### src/rtl/camf_cfg.svh
// Register map, field positions, reset values and encodings for the CAN mask and TX FIFO control block.
// Assumes a 32-bit Avalon-MM slave with byte addresses and word-aligned registers.
`ifndef CAMF_CFG_SVH
`define CAMF_CFG_SVH

`define CAMF_NFIFO          4
`define CAMF_NMASK          4

`define CAMF_OFF_CTRL       8'h00
`define CAMF_OFF_FRST       8'h30
`define CAMF_OFF_ISTAT      8'h34
`define CAMF_OFF_IMASK      8'h38
`define CAMF_REGION_MASK    4'h1
`define CAMF_REGION_FIFO    4'h2

`define CAMF_MODE_MSB       23
`define CAMF_MODE_LSB       21
`define CAMF_MODE_CONFIG    3'h4
`define CAMF_MODE_RESET     3'h4

`define CAMF_SID_MSB        31
`define CAMF_SID_LSB        21
`define CAMF_IDENT_TYPE_MATCH_BIT       19
`define CAMF_EID_MSB        17
`define CAMF_EID_LSB        0
`define CAMF_MASK_IMPL      32'hFFEBFFFF

`define CAMF_F_FIFO_DIRECTION_TRANSMIT         7
`define CAMF_F_ABAT         6
`define CAMF_F_LARB         5
`define CAMF_F_ERR          4
`define CAMF_F_REQ          3
`define CAMF_F_AUTO_REMOTE_REPLY_ENABLE        2
`define CAMF_F_PRIO_MSB     1
`define CAMF_F_PRIO_LSB     0

`define CAMF_NINT           5
`define CAMF_I_SENT         0
`define CAMF_I_ABORT        1
`define CAMF_I_LARB         2
`define CAMF_I_BUSERR       3
`define CAMF_I_RTR          4

`endif

### src/rtl/camf_pkg.sv
// Types shared by the mask store and the control block.
// Assumes camf_cfg.svh is on the include path.
`include "camf_cfg.svh"

package camf_pkg;

   // Register read pipeline: address, registered data, accept
   typedef enum logic [1:0] {RD_IDLE, RD_FETCH, RD_READY} camf_rd_t;

   typedef struct packed {
      logic [`CAMF_NMASK-1:0][31:0] word;
      logic [31:0]                  rdA;
      logic [31:0]                  rdB;
   } camf_mem_t;

   typedef struct packed {
      logic [2:0]                   opMode;
      logic [`CAMF_NFIFO-1:0]       fifo_direction_transmit;
      logic [`CAMF_NFIFO-1:0]       auto_remote_reply_enable;
      logic [`CAMF_NFIFO-1:0]       req;
      logic [`CAMF_NFIFO-1:0]       abat;
      logic [`CAMF_NFIFO-1:0]       larb;
      logic [`CAMF_NFIFO-1:0]       err;
      logic [`CAMF_NFIFO-1:0][1:0]  prio;
      logic [`CAMF_NINT-1:0]        intStat;
      logic [`CAMF_NINT-1:0]        intMask;
      camf_rd_t                     rdPhase;
      logic [31:0]                  rdData;
      logic                         txActive;
      logic [1:0]                   txFifo;
      logic                         filtPend;
      logic [10:0]                  fSid;
      logic [10:0]                  vSid;
      logic [17:0]                  fEid;
      logic [17:0]                  vEid;
      logic                         fIde;
      logic                         vExid;
      logic                         fDone;
      logic                         fMatch;
   } camf_state_t;

   localparam camf_state_t CAMF_STATE_RST = '{opMode: `CAMF_MODE_RESET, rdPhase: RD_IDLE, default: '0};

   // Byte-lane merge of a write into an existing word
   function automatic logic [31:0] merge_be(input logic [31:0] old, input logic [31:0] wd, input logic [3:0] be);
      logic [31:0] r;
      r = old;
      for (int i = 0; i < 4; i++) begin
         if (be[i]) begin
            r[i*8 +: 8] = wd[i*8 +: 8];
         end
      end
      return r;
   endfunction

endpackage

### src/rtl/camf_mask_mem.sv
// Storage for the four acceptance mask words, one write port and two registered read ports.
// Assumes the caller gates writes by operating mode; unimplemented bits are stored as zero.
`timescale 1ns/100ps
`include "camf_cfg.svh"

module camf_mask_mem (
   input  wire logic        clk,
   input  wire logic        reset,
   input  wire logic        we,
   input  wire logic [1:0]  wAddr,
   input  wire logic [31:0] wData,
   input  wire logic [3:0]  wBe,
   input  wire logic [1:0]  rAddrA,
   input  wire logic [1:0]  rAddrB,
   output      logic [31:0] rDataA,
   output      logic [31:0] rDataB
);

   camf_pkg::camf_mem_t m_r;
   camf_pkg::camf_mem_t m_nxt;

   always_comb begin
      m_nxt = m_r;
      if (we) begin
         m_nxt.word[wAddr] = camf_pkg::merge_be(m_r.word[wAddr], wData, wBe) & `CAMF_MASK_IMPL;
      end
      m_nxt.rdA = m_r.word[rAddrA];
      m_nxt.rdB = m_r.word[rAddrB];
   end

   always_ff @(posedge clk or posedge reset) begin
      if (reset) begin
         m_r <= '0;
      end else begin
         m_r <= m_nxt;
      end
   end

   assign rDataA = m_r.rdA;
   assign rDataB = m_r.rdB;

endmodule

### src/rtl/camf_ctrl.sv
// CAN acceptance mask registers and transmit FIFO control/status, with an Avalon-MM register slave.
// Assumes a CAN protocol engine on the same clock that sends the selected FIFO and reports outcomes as pulses.
//
// The register addresses and the Avalon-MM register port were left to the implementer.
`timescale 1ns/100ps
`include "camf_cfg.svh"

module camf_ctrl (
   input  wire logic                   clk,
   input  wire logic                   reset,
   // Avalon-MM slave
   input  wire logic [7:0]             address,
   input  wire logic                   read,
   input  wire logic                   write,
   input  wire logic [31:0]            writedata,
   input  wire logic [3:0]             byteenable,
   output      logic [31:0]            readdata,
   output      logic                   waitrequest,
   output      logic                   irq,
   // Transmit engine
   output      logic                   txValid,
   output      logic [1:0]             txFifoSel,
   output      logic                   txAbortReq,
   input  wire logic                   txMsgSent,
   input  wire logic                   txLastMsg,
   input  wire logic                   txAborted,
   input  wire logic                   txLostArb,
   input  wire logic                   txBusErr,
   input  wire logic                   rtrRx,
   input  wire logic [1:0]             rtrFifo,
   input  wire logic [`CAMF_NFIFO-1:0] fifoReset,
   // Acceptance filter compare
   input  wire logic                   filtReq,
   input  wire logic [1:0]             filtMaskSel,
   input  wire logic [10:0]            frameSid,
   input  wire logic [17:0]            frameEid,
   input  wire logic                   frameIde,
   input  wire logic [10:0]            fltSid,
   input  wire logic [17:0]            fltEid,
   input  wire logic                   fltExid,
   output      logic                   filtDone,
   output      logic                   filtMatch
);

   camf_pkg::camf_state_t s_r;
   camf_pkg::camf_state_t s_nxt;

   logic [31:0] maskRdA;
   logic [31:0] maskRdB;
   logic        maskWe;
   logic        cfgMode;

   ////////////////////////////////////////////////////////////////////////////////////////////////
   // Helpers

   function automatic logic isFifo(input logic [7:0] a);
      return a[7:4] == `CAMF_REGION_FIFO;
   endfunction

   function automatic logic isMask(input logic [7:0] a);
      return a[7:4] == `CAMF_REGION_MASK;
   endfunction

   function automatic logic [31:0] fifoWord(input camf_pkg::camf_state_t s, input logic [1:0] f);
      logic [31:0] w;
      w = '0;
      w[`CAMF_F_FIFO_DIRECTION_TRANSMIT]                         = s.fifo_direction_transmit[f];
      w[`CAMF_F_ABAT]                         = s.abat[f];
      w[`CAMF_F_LARB]                         = s.larb[f];
      w[`CAMF_F_ERR]                          = s.err[f];
      w[`CAMF_F_REQ]                          = s.req[f];
      w[`CAMF_F_AUTO_REMOTE_REPLY_ENABLE]                        = s.auto_remote_reply_enable[f];
      w[`CAMF_F_PRIO_MSB:`CAMF_F_PRIO_LSB]    = s.prio[f];
      return w;
   endfunction

   // Highest code wins; equal codes go to the lowest index
   function automatic logic [2:0] pickFifo(input camf_pkg::camf_state_t s);
      logic [2:0] r;
      logic [1:0] best;
      r = '0;
      best = '0;
      for (int i = 0; i < `CAMF_NFIFO; i++) begin
         if (s.fifo_direction_transmit[i] && s.req[i] && (!r[2] || s.prio[i] > best)) begin
            r = {1'b1, i[1:0]};
            best = s.prio[i];
         end
      end
      return r;
   endfunction

   ////////////////////////////////////////////////////////////////////////////////////////////////
   // Mask store

   assign cfgMode = s_r.opMode == `CAMF_MODE_CONFIG;
   assign maskWe  = write && isMask(address) && cfgMode;

   camf_mask_mem u_mask (
      .clk    (clk),
      .reset  (reset),
      .we     (maskWe),
      .wAddr  (address[3:2]),
      .wData  (writedata),
      .wBe    (byteenable),
      .rAddrA (address[3:2]),
      .rAddrB (filtMaskSel),
      .rDataA (maskRdA),
      .rDataB (maskRdB)
   );

   ////////////////////////////////////////////////////////////////////////////////////////////////
   // Next state

   always_comb begin
      logic [31:0] wd;
      logic [1:0]  fa;
      logic [1:0]  tf;
      logic [2:0]  pick;
      logic [10:0] mSid;
      logic [17:0] mEid;
      logic        sidOk;
      logic        eidOk;
      logic        rdDone;
      wd     = '0;
      fa     = address[3:2];
      tf     = s_r.txFifo;
      pick   = '0;
      mSid   = maskRdB[`CAMF_SID_MSB:`CAMF_SID_LSB];
      mEid   = maskRdB[`CAMF_EID_MSB:`CAMF_EID_LSB];
      sidOk  = ((s_r.fSid ^ s_r.vSid) & mSid) == '0;
      eidOk  = ((s_r.fEid ^ s_r.vEid) & mEid) == '0;
      rdDone = read && s_r.rdPhase == camf_pkg::RD_READY;
      s_nxt  = s_r;

      // Read pipeline: address, then registered data, then accept
      case (s_r.rdPhase)
         camf_pkg::RD_IDLE: begin
            if (read) begin
               s_nxt.rdPhase = camf_pkg::RD_FETCH;
            end
         end
         camf_pkg::RD_FETCH: begin
            s_nxt.rdPhase = camf_pkg::RD_READY;
            if (isMask(address)) begin
               s_nxt.rdData = maskRdA;
            end else if (isFifo(address)) begin
               s_nxt.rdData = fifoWord(s_r, fa);
            end else if (address == `CAMF_OFF_CTRL) begin
               s_nxt.rdData = '0;
               s_nxt.rdData[`CAMF_MODE_MSB:`CAMF_MODE_LSB] = s_r.opMode;
            end else if (address == `CAMF_OFF_ISTAT) begin
               s_nxt.rdData = {{(32-`CAMF_NINT){1'b0}}, s_r.intStat};
            end else if (address == `CAMF_OFF_IMASK) begin
               s_nxt.rdData = {{(32-`CAMF_NINT){1'b0}}, s_r.intMask};
            end else begin
               s_nxt.rdData = '0;
            end
         end
         camf_pkg::RD_READY: begin
            s_nxt.rdPhase = camf_pkg::RD_IDLE;
         end
         default: begin
            s_nxt.rdPhase = camf_pkg::RD_IDLE;
         end
      endcase

      // Clears first, so that same-cycle hardware events below win
      if (rdDone && isFifo(address)) begin
         s_nxt.larb[fa] = 1'b0;
         s_nxt.err[fa]  = 1'b0;
      end

      if (write) begin
         if (address == `CAMF_OFF_CTRL) begin
            wd = camf_pkg::merge_be({8'h00, s_r.opMode, 21'h0}, writedata, byteenable);
            s_nxt.opMode = wd[`CAMF_MODE_MSB:`CAMF_MODE_LSB];
         end else if (address == `CAMF_OFF_ISTAT && byteenable[0]) begin
            s_nxt.intStat = s_r.intStat & ~writedata[`CAMF_NINT-1:0];
         end else if (address == `CAMF_OFF_IMASK && byteenable[0]) begin
            s_nxt.intMask = writedata[`CAMF_NINT-1:0];
         end else if (isFifo(address) && byteenable[0]) begin
            if (cfgMode) begin
               s_nxt.fifo_direction_transmit[fa]  = writedata[`CAMF_F_FIFO_DIRECTION_TRANSMIT];
               s_nxt.auto_remote_reply_enable[fa] = writedata[`CAMF_F_AUTO_REMOTE_REPLY_ENABLE];
               s_nxt.prio[fa]  = writedata[`CAMF_F_PRIO_MSB:`CAMF_F_PRIO_LSB];
            end
            // Only a FIFO already set to transmit before the write takes a request; clearing a set bit is the abort request
            if (s_r.fifo_direction_transmit[fa]) begin
               s_nxt.req[fa] = writedata[`CAMF_F_REQ];
            end
         end
      end

      // Software FIFO reset (pulse per FIFO from the surrounding controller)
      for (int i = 0; i < `CAMF_NFIFO; i++) begin
         if (fifoReset[i]) begin
            s_nxt.req[i]  = 1'b0;
            s_nxt.abat[i] = 1'b0;
            s_nxt.larb[i] = 1'b0;
            s_nxt.err[i]  = 1'b0;
         end
      end

      // Outcomes reported by the engine for the FIFO it was given
      if (s_r.txActive) begin
         if (txMsgSent) begin
            s_nxt.abat[tf] = 1'b0;
            s_nxt.txActive = 1'b0;
            if (txLastMsg) begin
               s_nxt.req[tf] = 1'b0;
               s_nxt.intStat[`CAMF_I_SENT] = 1'b1;
            end
         end
         if (txAborted) begin
            s_nxt.abat[tf] = 1'b1;
            s_nxt.req[tf]  = 1'b0;
            s_nxt.txActive = 1'b0;
            s_nxt.intStat[`CAMF_I_ABORT] = 1'b1;
         end
         // Losing arbitration or an error frees the slot so priorities are re-evaluated
         if (txLostArb) begin
            s_nxt.larb[tf] = 1'b1;
            s_nxt.txActive = 1'b0;
            s_nxt.intStat[`CAMF_I_LARB] = 1'b1;
         end
         if (txBusErr) begin
            s_nxt.err[tf]  = 1'b1;
            s_nxt.txActive = 1'b0;
            s_nxt.intStat[`CAMF_I_BUSERR] = 1'b1;
         end
      end else begin
         pick = pickFifo(s_r);
         if (pick[2]) begin
            s_nxt.txActive = 1'b1;
            s_nxt.txFifo   = pick[1:0];
         end
      end

      if (rtrRx && s_r.auto_remote_reply_enable[rtrFifo] && s_r.fifo_direction_transmit[rtrFifo]) begin
         s_nxt.req[rtrFifo] = 1'b1;
         s_nxt.intStat[`CAMF_I_RTR] = 1'b1;
      end

      // Filter compare: capture the frame, the mask word arrives a cycle later
      s_nxt.filtPend = filtReq;
      if (filtReq) begin
         s_nxt.fSid  = frameSid;
         s_nxt.fEid  = frameEid;
         s_nxt.fIde  = frameIde;
         s_nxt.vSid  = fltSid;
         s_nxt.vEid  = fltEid;
         s_nxt.vExid = fltExid;
      end
      s_nxt.fDone = s_r.filtPend;
      if (s_r.filtPend) begin
         if (maskRdB[`CAMF_IDENT_TYPE_MATCH_BIT]) begin
            s_nxt.fMatch = (s_r.fIde == s_r.vExid) && sidOk && (!s_r.fIde || eidOk);
         end else begin
            s_nxt.fMatch = sidOk && (!s_r.fIde || eidOk);
         end
      end
   end

   always_ff @(posedge clk or posedge reset) begin
      if (reset) begin
         s_r <= camf_pkg::CAMF_STATE_RST;
      end else begin
         s_r <= s_nxt;
      end
   end

   ////////////////////////////////////////////////////////////////////////////////////////////////
   // Outputs

   // Writes never stall; reads stall until the registered data is ready
   assign waitrequest = read && s_r.rdPhase != camf_pkg::RD_READY;
   assign readdata    = s_r.rdData;
   assign irq         = |(s_r.intStat & s_r.intMask);
   assign txValid     = s_r.txActive;
   assign txFifoSel   = s_r.txFifo;
   assign txAbortReq  = s_r.txActive && !s_r.req[s_r.txFifo];
   assign filtDone    = s_r.fDone;
   assign filtMatch   = s_r.fMatch;

endmodule

### config.mk
export PLATFORM = sky130hd
export DESIGN_NAME = camf_ctrl
export DESIGN_NICKNAME = d
export VERILOG_FILES = /design/src/rtl/camf_pkg.sv /design/src/rtl/camf_mask_mem.sv /design/src/rtl/camf_ctrl.sv
export VERILOG_INCLUDE_DIRS = /design/src /design/src/rtl
export SDC_FILE = /design/constraint.sdc
export NUM_CORES = 1
export LEC_CHECK = 0
export BUFFER_PORTS_ARGS = -buffer_cell sky130_fd_sc_hd__buf_2
export CAP_MARGIN = 20
export CORE_MARGIN = 5
export CORE_UTILIZATION = 50
export DETAILED_ROUTE_END_ITERATION = 16
export GPL_TIMING_DRIVEN = 0
export PLACE_DENSITY = 0.7
export SLEW_MARGIN = 20
export SYNTH_ARGS = -nofsm -noshare
export SYNTH_HDL_FRONTEND = slang
export SYNTH_SLANG_ARGS = --single-unit
### constraint.sdc
create_clock -name clk -period 32.1 [get_ports clk]
set_input_delay 6.42 -clock clk [delete_from_list [all_inputs] [get_ports clk]]
set_output_delay 6.42 -clock clk [all_outputs]
set_load 0.05 [all_outputs]
# Word-level counts from Yosys, hierarchy flattened
# Index checks and enable logic that the tools add are counted.
[totals] register_bits=337 inputBits=123 out_inout_bits=40 elab_cells=239
[op_classes] magnitude_cmp=10 n_eq_ne=11 muxes=118 bitwise=22 reduce_logical=45
[ops] operator="$mux W32" count=7
[ops] operator="$bmux W32 S2" count=2
[ops] operator="$bwmux W128" count=1
[ops] operator="$mux W8" count=12
[ops] operator="$demux W32 S2" count=1
[ops] operator="$mux W4" count=11
[ops] operator="$mux W1" count=40
[ops] operator="$mux W3" count=9
[ops] operator="$logic_and A1 B1 Y1" count=24
[ops] operator="$and A4 B4 Y4" count=5
[ops] operator="$mux W10" count=2
[ops] operator="$mux W5" count=4
[ops] operator="$and A18 B18 Y18" count=1
[ops] operator="$bmux W1 S2" count=9
[ops] operator="$logic_not A18 Y1" count=1
[ops] operator="$mux W2" count=9
[ops] operator="$xor A18 B18 Y18" count=1
[ops] operator="$eq A8 B6 Y1 const B" count=2
[ops] operator="$mux W16" count=1
[ops] operator="$or A4 B4 Y4" count=4
[ops] operator="$bwmux W4" count=3
[ops] operator="$lt A2 B3 Y1 const B" count=4
[ops] operator="$and A11 B11 Y11" count=1
[ops] operator="$logic_not A11 Y1" count=1
[ops] operator="other kinds (30)" count=51

# Logic depth before layout (Yosys ltp)
[depth] depth_word=21 depth_mapped=17 mapped_depth_nobuf=17

# Hierarchy
# A second synthesis with hierarchy kept.
[unflattened] hier_cells=1183 area_unflattened_um2=15568.7
[modules_own_cells] module="camf_mask_mem" instances=1 cells_per_inst=572 area_each_um2=8503.2
[modules_own_cells] module="camf_ctrl" instances=1 cells_per_inst=611 area_each_um2=7065.5

# Worst setup path after synthesis
# OpenSTA, ideal clock, no wires.
[synth_timing] kind="in2out" from="input port read" to="output port waitrequest" arrival_ns=7.559 required_ns=25.680 path_slack_ns=18.121 stages=1 n_path_buf=0 path_cell_list="a21boi_0"
[synth_via] elab_chain_len=1
[synth_rtl] element="start: declaration" line="camf_ctrl.sv:13" rtl="input wire logic read,"
[synth_rtl] element="$logic_and A1 B1 Y1" line="camf_ctrl.sv:276" rtl="assign waitrequest = read && s_r.rdPhase != camf_pkg::RD_READY;"
[synth_rtl] element="end: declaration" line="camf_ctrl.sv:18" rtl="output logic waitrequest,"
# No other way between the ends.

# Final worst setup path
# Ends and elaborated chain as after synthesis.

==> metrics.md <==
| Metric | Value |
|---|---|
| Final cell count without fillers | `1755` |
| Inst Count DP | `1692` |
| Post-synthesis async set-or-reset flop share | `100.0%` |
| Area delta synth->final | `17.24%` |
| Max Cap Viol | `0` |
| Worst Reg-to-Reg Cells | `15` |
| Worst setup margin | `18.73 ns` |
| Drc violations | `0` |
| Worst-path fanout max | `3` |
| TritonCTS sink count | `323` |
| Peak Freq | `0.07478 GHz` |
| Worst Setup Path Type | `in -> out` |
| Post-route ant nets | `0` |
| Cell Area, Placed | `15790 µm²` |
| Hold depth | `0` |
| HPWL after DPL | `25.95 mm` |
| Die height | `180.0 µm` |
| Sequential area share after synthesis | `55.96%` |
| Critical Path Source Type | `input port` |
| Final period util | `41.66%` |
| Clk_skew | `0.02174 ns` |
| Commonest cells in the netlist | `dfrtp_1 (322), nand2_1 (190), o21ai_0 (145)` |
| Post-CTS sizing | `0` |
| TritonCTS clock tree | `done` |
| Syn avg cell area | `about 13 µm²` |
| Hold/Removal Path Class | `reg -> reg` |
| R2R setup slack | `28.04 ns` |
| Post-synth EDFFs | `0` |
| Vias in the first global route | `~11000` |
| Pre-CTS setup slack | `18.72 ns` |
| Initial antenna violation count | `0` |
| First-pass DRT Iterations | `8` |
| Most common cell in the netlist | `dfrtp_1` |
| Core footprint | `28630 µm²` |
| CTS H-tree depth | `2` |
| RSZ-0062 raised after global routing | `no` |
| Crit path arrival time | `6.95 ns` |
| Mapped cell area | `14450 µm²` |
| Count of final setup violators | `0` |
| Final-stage net count | `1475` |
| Slew Limit Fails | `0` |
| Most common cell on crit path | `buf_2` |
| Design area | `around 17000 µm²` |
| DR iter-0 viols | `754` |
| Setup tns final | `0 ns` |
| Post-Synthesis Cells | `1151` |
| Clk buf depth | `3` |
| Worst slew pin tran | `1.013 ns` |
| Ys Warns | `0` |
| Clk slew on worst S/H paths | `approximately 0.060 ns` |
| Library cells used by synthesis | `54` |
| Worst path slowest cell | `buf_2` |
| Largest net degree at the start of global routing | `104` |
| Cell Pwr Density | `roughly 52 nW/µm²` |
| Worst Hold Path EP | `filtDone$_DFF_PP0_` |
| RePlAce Congestion | `around 0.88` |
| Total CTS buffers | `36` |
| Post-cts hold buffer count | `0` |
| Wirelength, routed | `about 37 mm` |
| CP endpoint kind | `output port` |
| Port Buffers | `153` |
| Post-DR wirelength/cell | `~21 µm` |
| Area leader, netlist | `dfrtp_1` |
| Antenna cells | `0` |
| Leakage power | `7.890 nW` |
| Ys flop type | `dfrtp_1` |
| I/O pins | `approximately 160` |
| Worst-path cell chain | `buf_2 -> a21boi_0 -> buf_2` |
| Share of cells above drive strength 1 | `31.00%` |
| IR drop worst, VDD | `0.00003651 V` |
| Rows | `62` |
| Required @ worst endpoint | `approximately 26 ns` |
| Gr ovfl total | `0` |
| Die area | `32390 µm²` |
| Postcts setup bufs | `0` |
| Minimum clock period after layout | `13.37 ns` |
| Final hold vios | `0` |
| Vias | `9982` |
| Starting density of the core | `50.46%` |
| Detail-routed via count per cell | `5.688` |
| First-pass GRT wire length | `58.52 mm` |
| Final hold slack | `0.3818 ns` |
| Seq cells post-synth | `roughly 320` |
| Relative slew margins | `between 30% and 40%` |
| Worst r2r src | `s_r[138]$_DFFE_PP0P_` |
| Die W | `180.0 µm` |
| Status | `finished, final reports clean` |
| Worst flop-to-flop path endpoint | `txFifoSel[1]$_DFFE_PP0P_` |
| Slowest stage delay, CP | `0.28 ns` |
| Top cell type's share of synthesized area | `55.78%` |
| Hold path start | `s_nxt[1]$_DFF_PP0_` |
| Clock Tree Root | `clkbuf_16` |
| Gr usage total | `22.58%` |
| Worst-skew pair later-pin latency | `0.52 ns` |
| Synth top area cells | `dfrtp_1 (56%), mux4_2 (11%), mux2_2 (6.9%)` |
==> cell families after synthesis <==
kind of cell	after synthesis	share of synthesized area, %
DFF	323	55.96
and+or+nand+nor	261	8.376
AOI/OAI and AO/OA	228	9.407
muxes	191	19.97
buffers and inverters	111	3.915
xor gates and xnor gates	30	1.819
adders and majority gates	6	0.5197
other	1	0.02596
==> per-stage QoR <==
| step | power [W] | utilization [%] |
|---|---|---|
| global route | 0.0009151 | 59.16 |
| floorplan | 0.0004705 | - |
| detailed placement | 0.0004964 | 55.14 |
| CTS | 0.0008931 | 59.16 |
| finish | 0.0008859 | 59.16 |
| global placement | 0.0004941 | 54.83 |
==> layout by cell type, fill, tap and decap left out, drive strengths merged, types with 3 or more instances in the layout <==
cell type and n:
dfrtp 322, nor3 3, a2bb2o 3, a222oi 7, nand2b 8, nand2 191
a22oi 20, a211oi 5, o2bb2ai 3, nand3 13, o32ai 4, ha 6
o21ai 154, a21o 7, nor2b 8, and3 4, xor2 30, mux2i 34
buf 206, a32o 3, clkinv 4, clkbuf 107, mux2 88, a31oi 3
nor2 18, a21oi 7, inv 13, nor4 3, a22o 6, mux4 69
==> where the power goes <==
part	internal [W]	switching, W
clock network	0.000234	0.000163
logic	0.0000255	0.0000395
registers	0.000417	0.00000645
==> cell type report <==
class	instances	area, µm²
timing repair buffer	156	848.3
inverter	11	48.80
fill	2399	11690
multi-input combinational	718	5799
tap	384	480.5
clock inverter	6	60.06
sequential	323	8084
buffer	100	524.3
clock buffer	57	1090
==> critical path, delay by kind of cell <==
family          cells  cell delay, ns
compound gates      1            0.16
buf+inv             2            0.37
==> sequential cells by signal, indices dropped and copies added (netlist names) <==
signal / count
u_mask.rDataA: 30
s_nxt: 1
s_r: 107
u_mask.m_r: 120
txValid: 1
txFifoSel: 2
u_mask.rDataB: 30
filtDone: 1
filtMatch: 1
readdata: 30
==> how the worst max path moves through the flow <==
stage               start  slack (ns)                  endpoint
global placement    reset       13.36  readdata[30]$_DFFE_PP0N_
CTS                  read       18.72               waitrequest
detailed placement   read       18.72               waitrequest
global route         read       18.68               waitrequest
floorplan           reset       16.74        filtDone$_DFF_PP0_
finish               read       18.73               waitrequest
==> routing by layer <==
metal	part of all wire (%)	wire (µm)	global-route usage [%]
met5	0	0	0
met2	51	18480	37.82
met4	2.4	862	6.736
met3	4.9	1775	3.880
met1	42	15450	30.61
No activity file was read; power rests on OpenSTA's default activity.
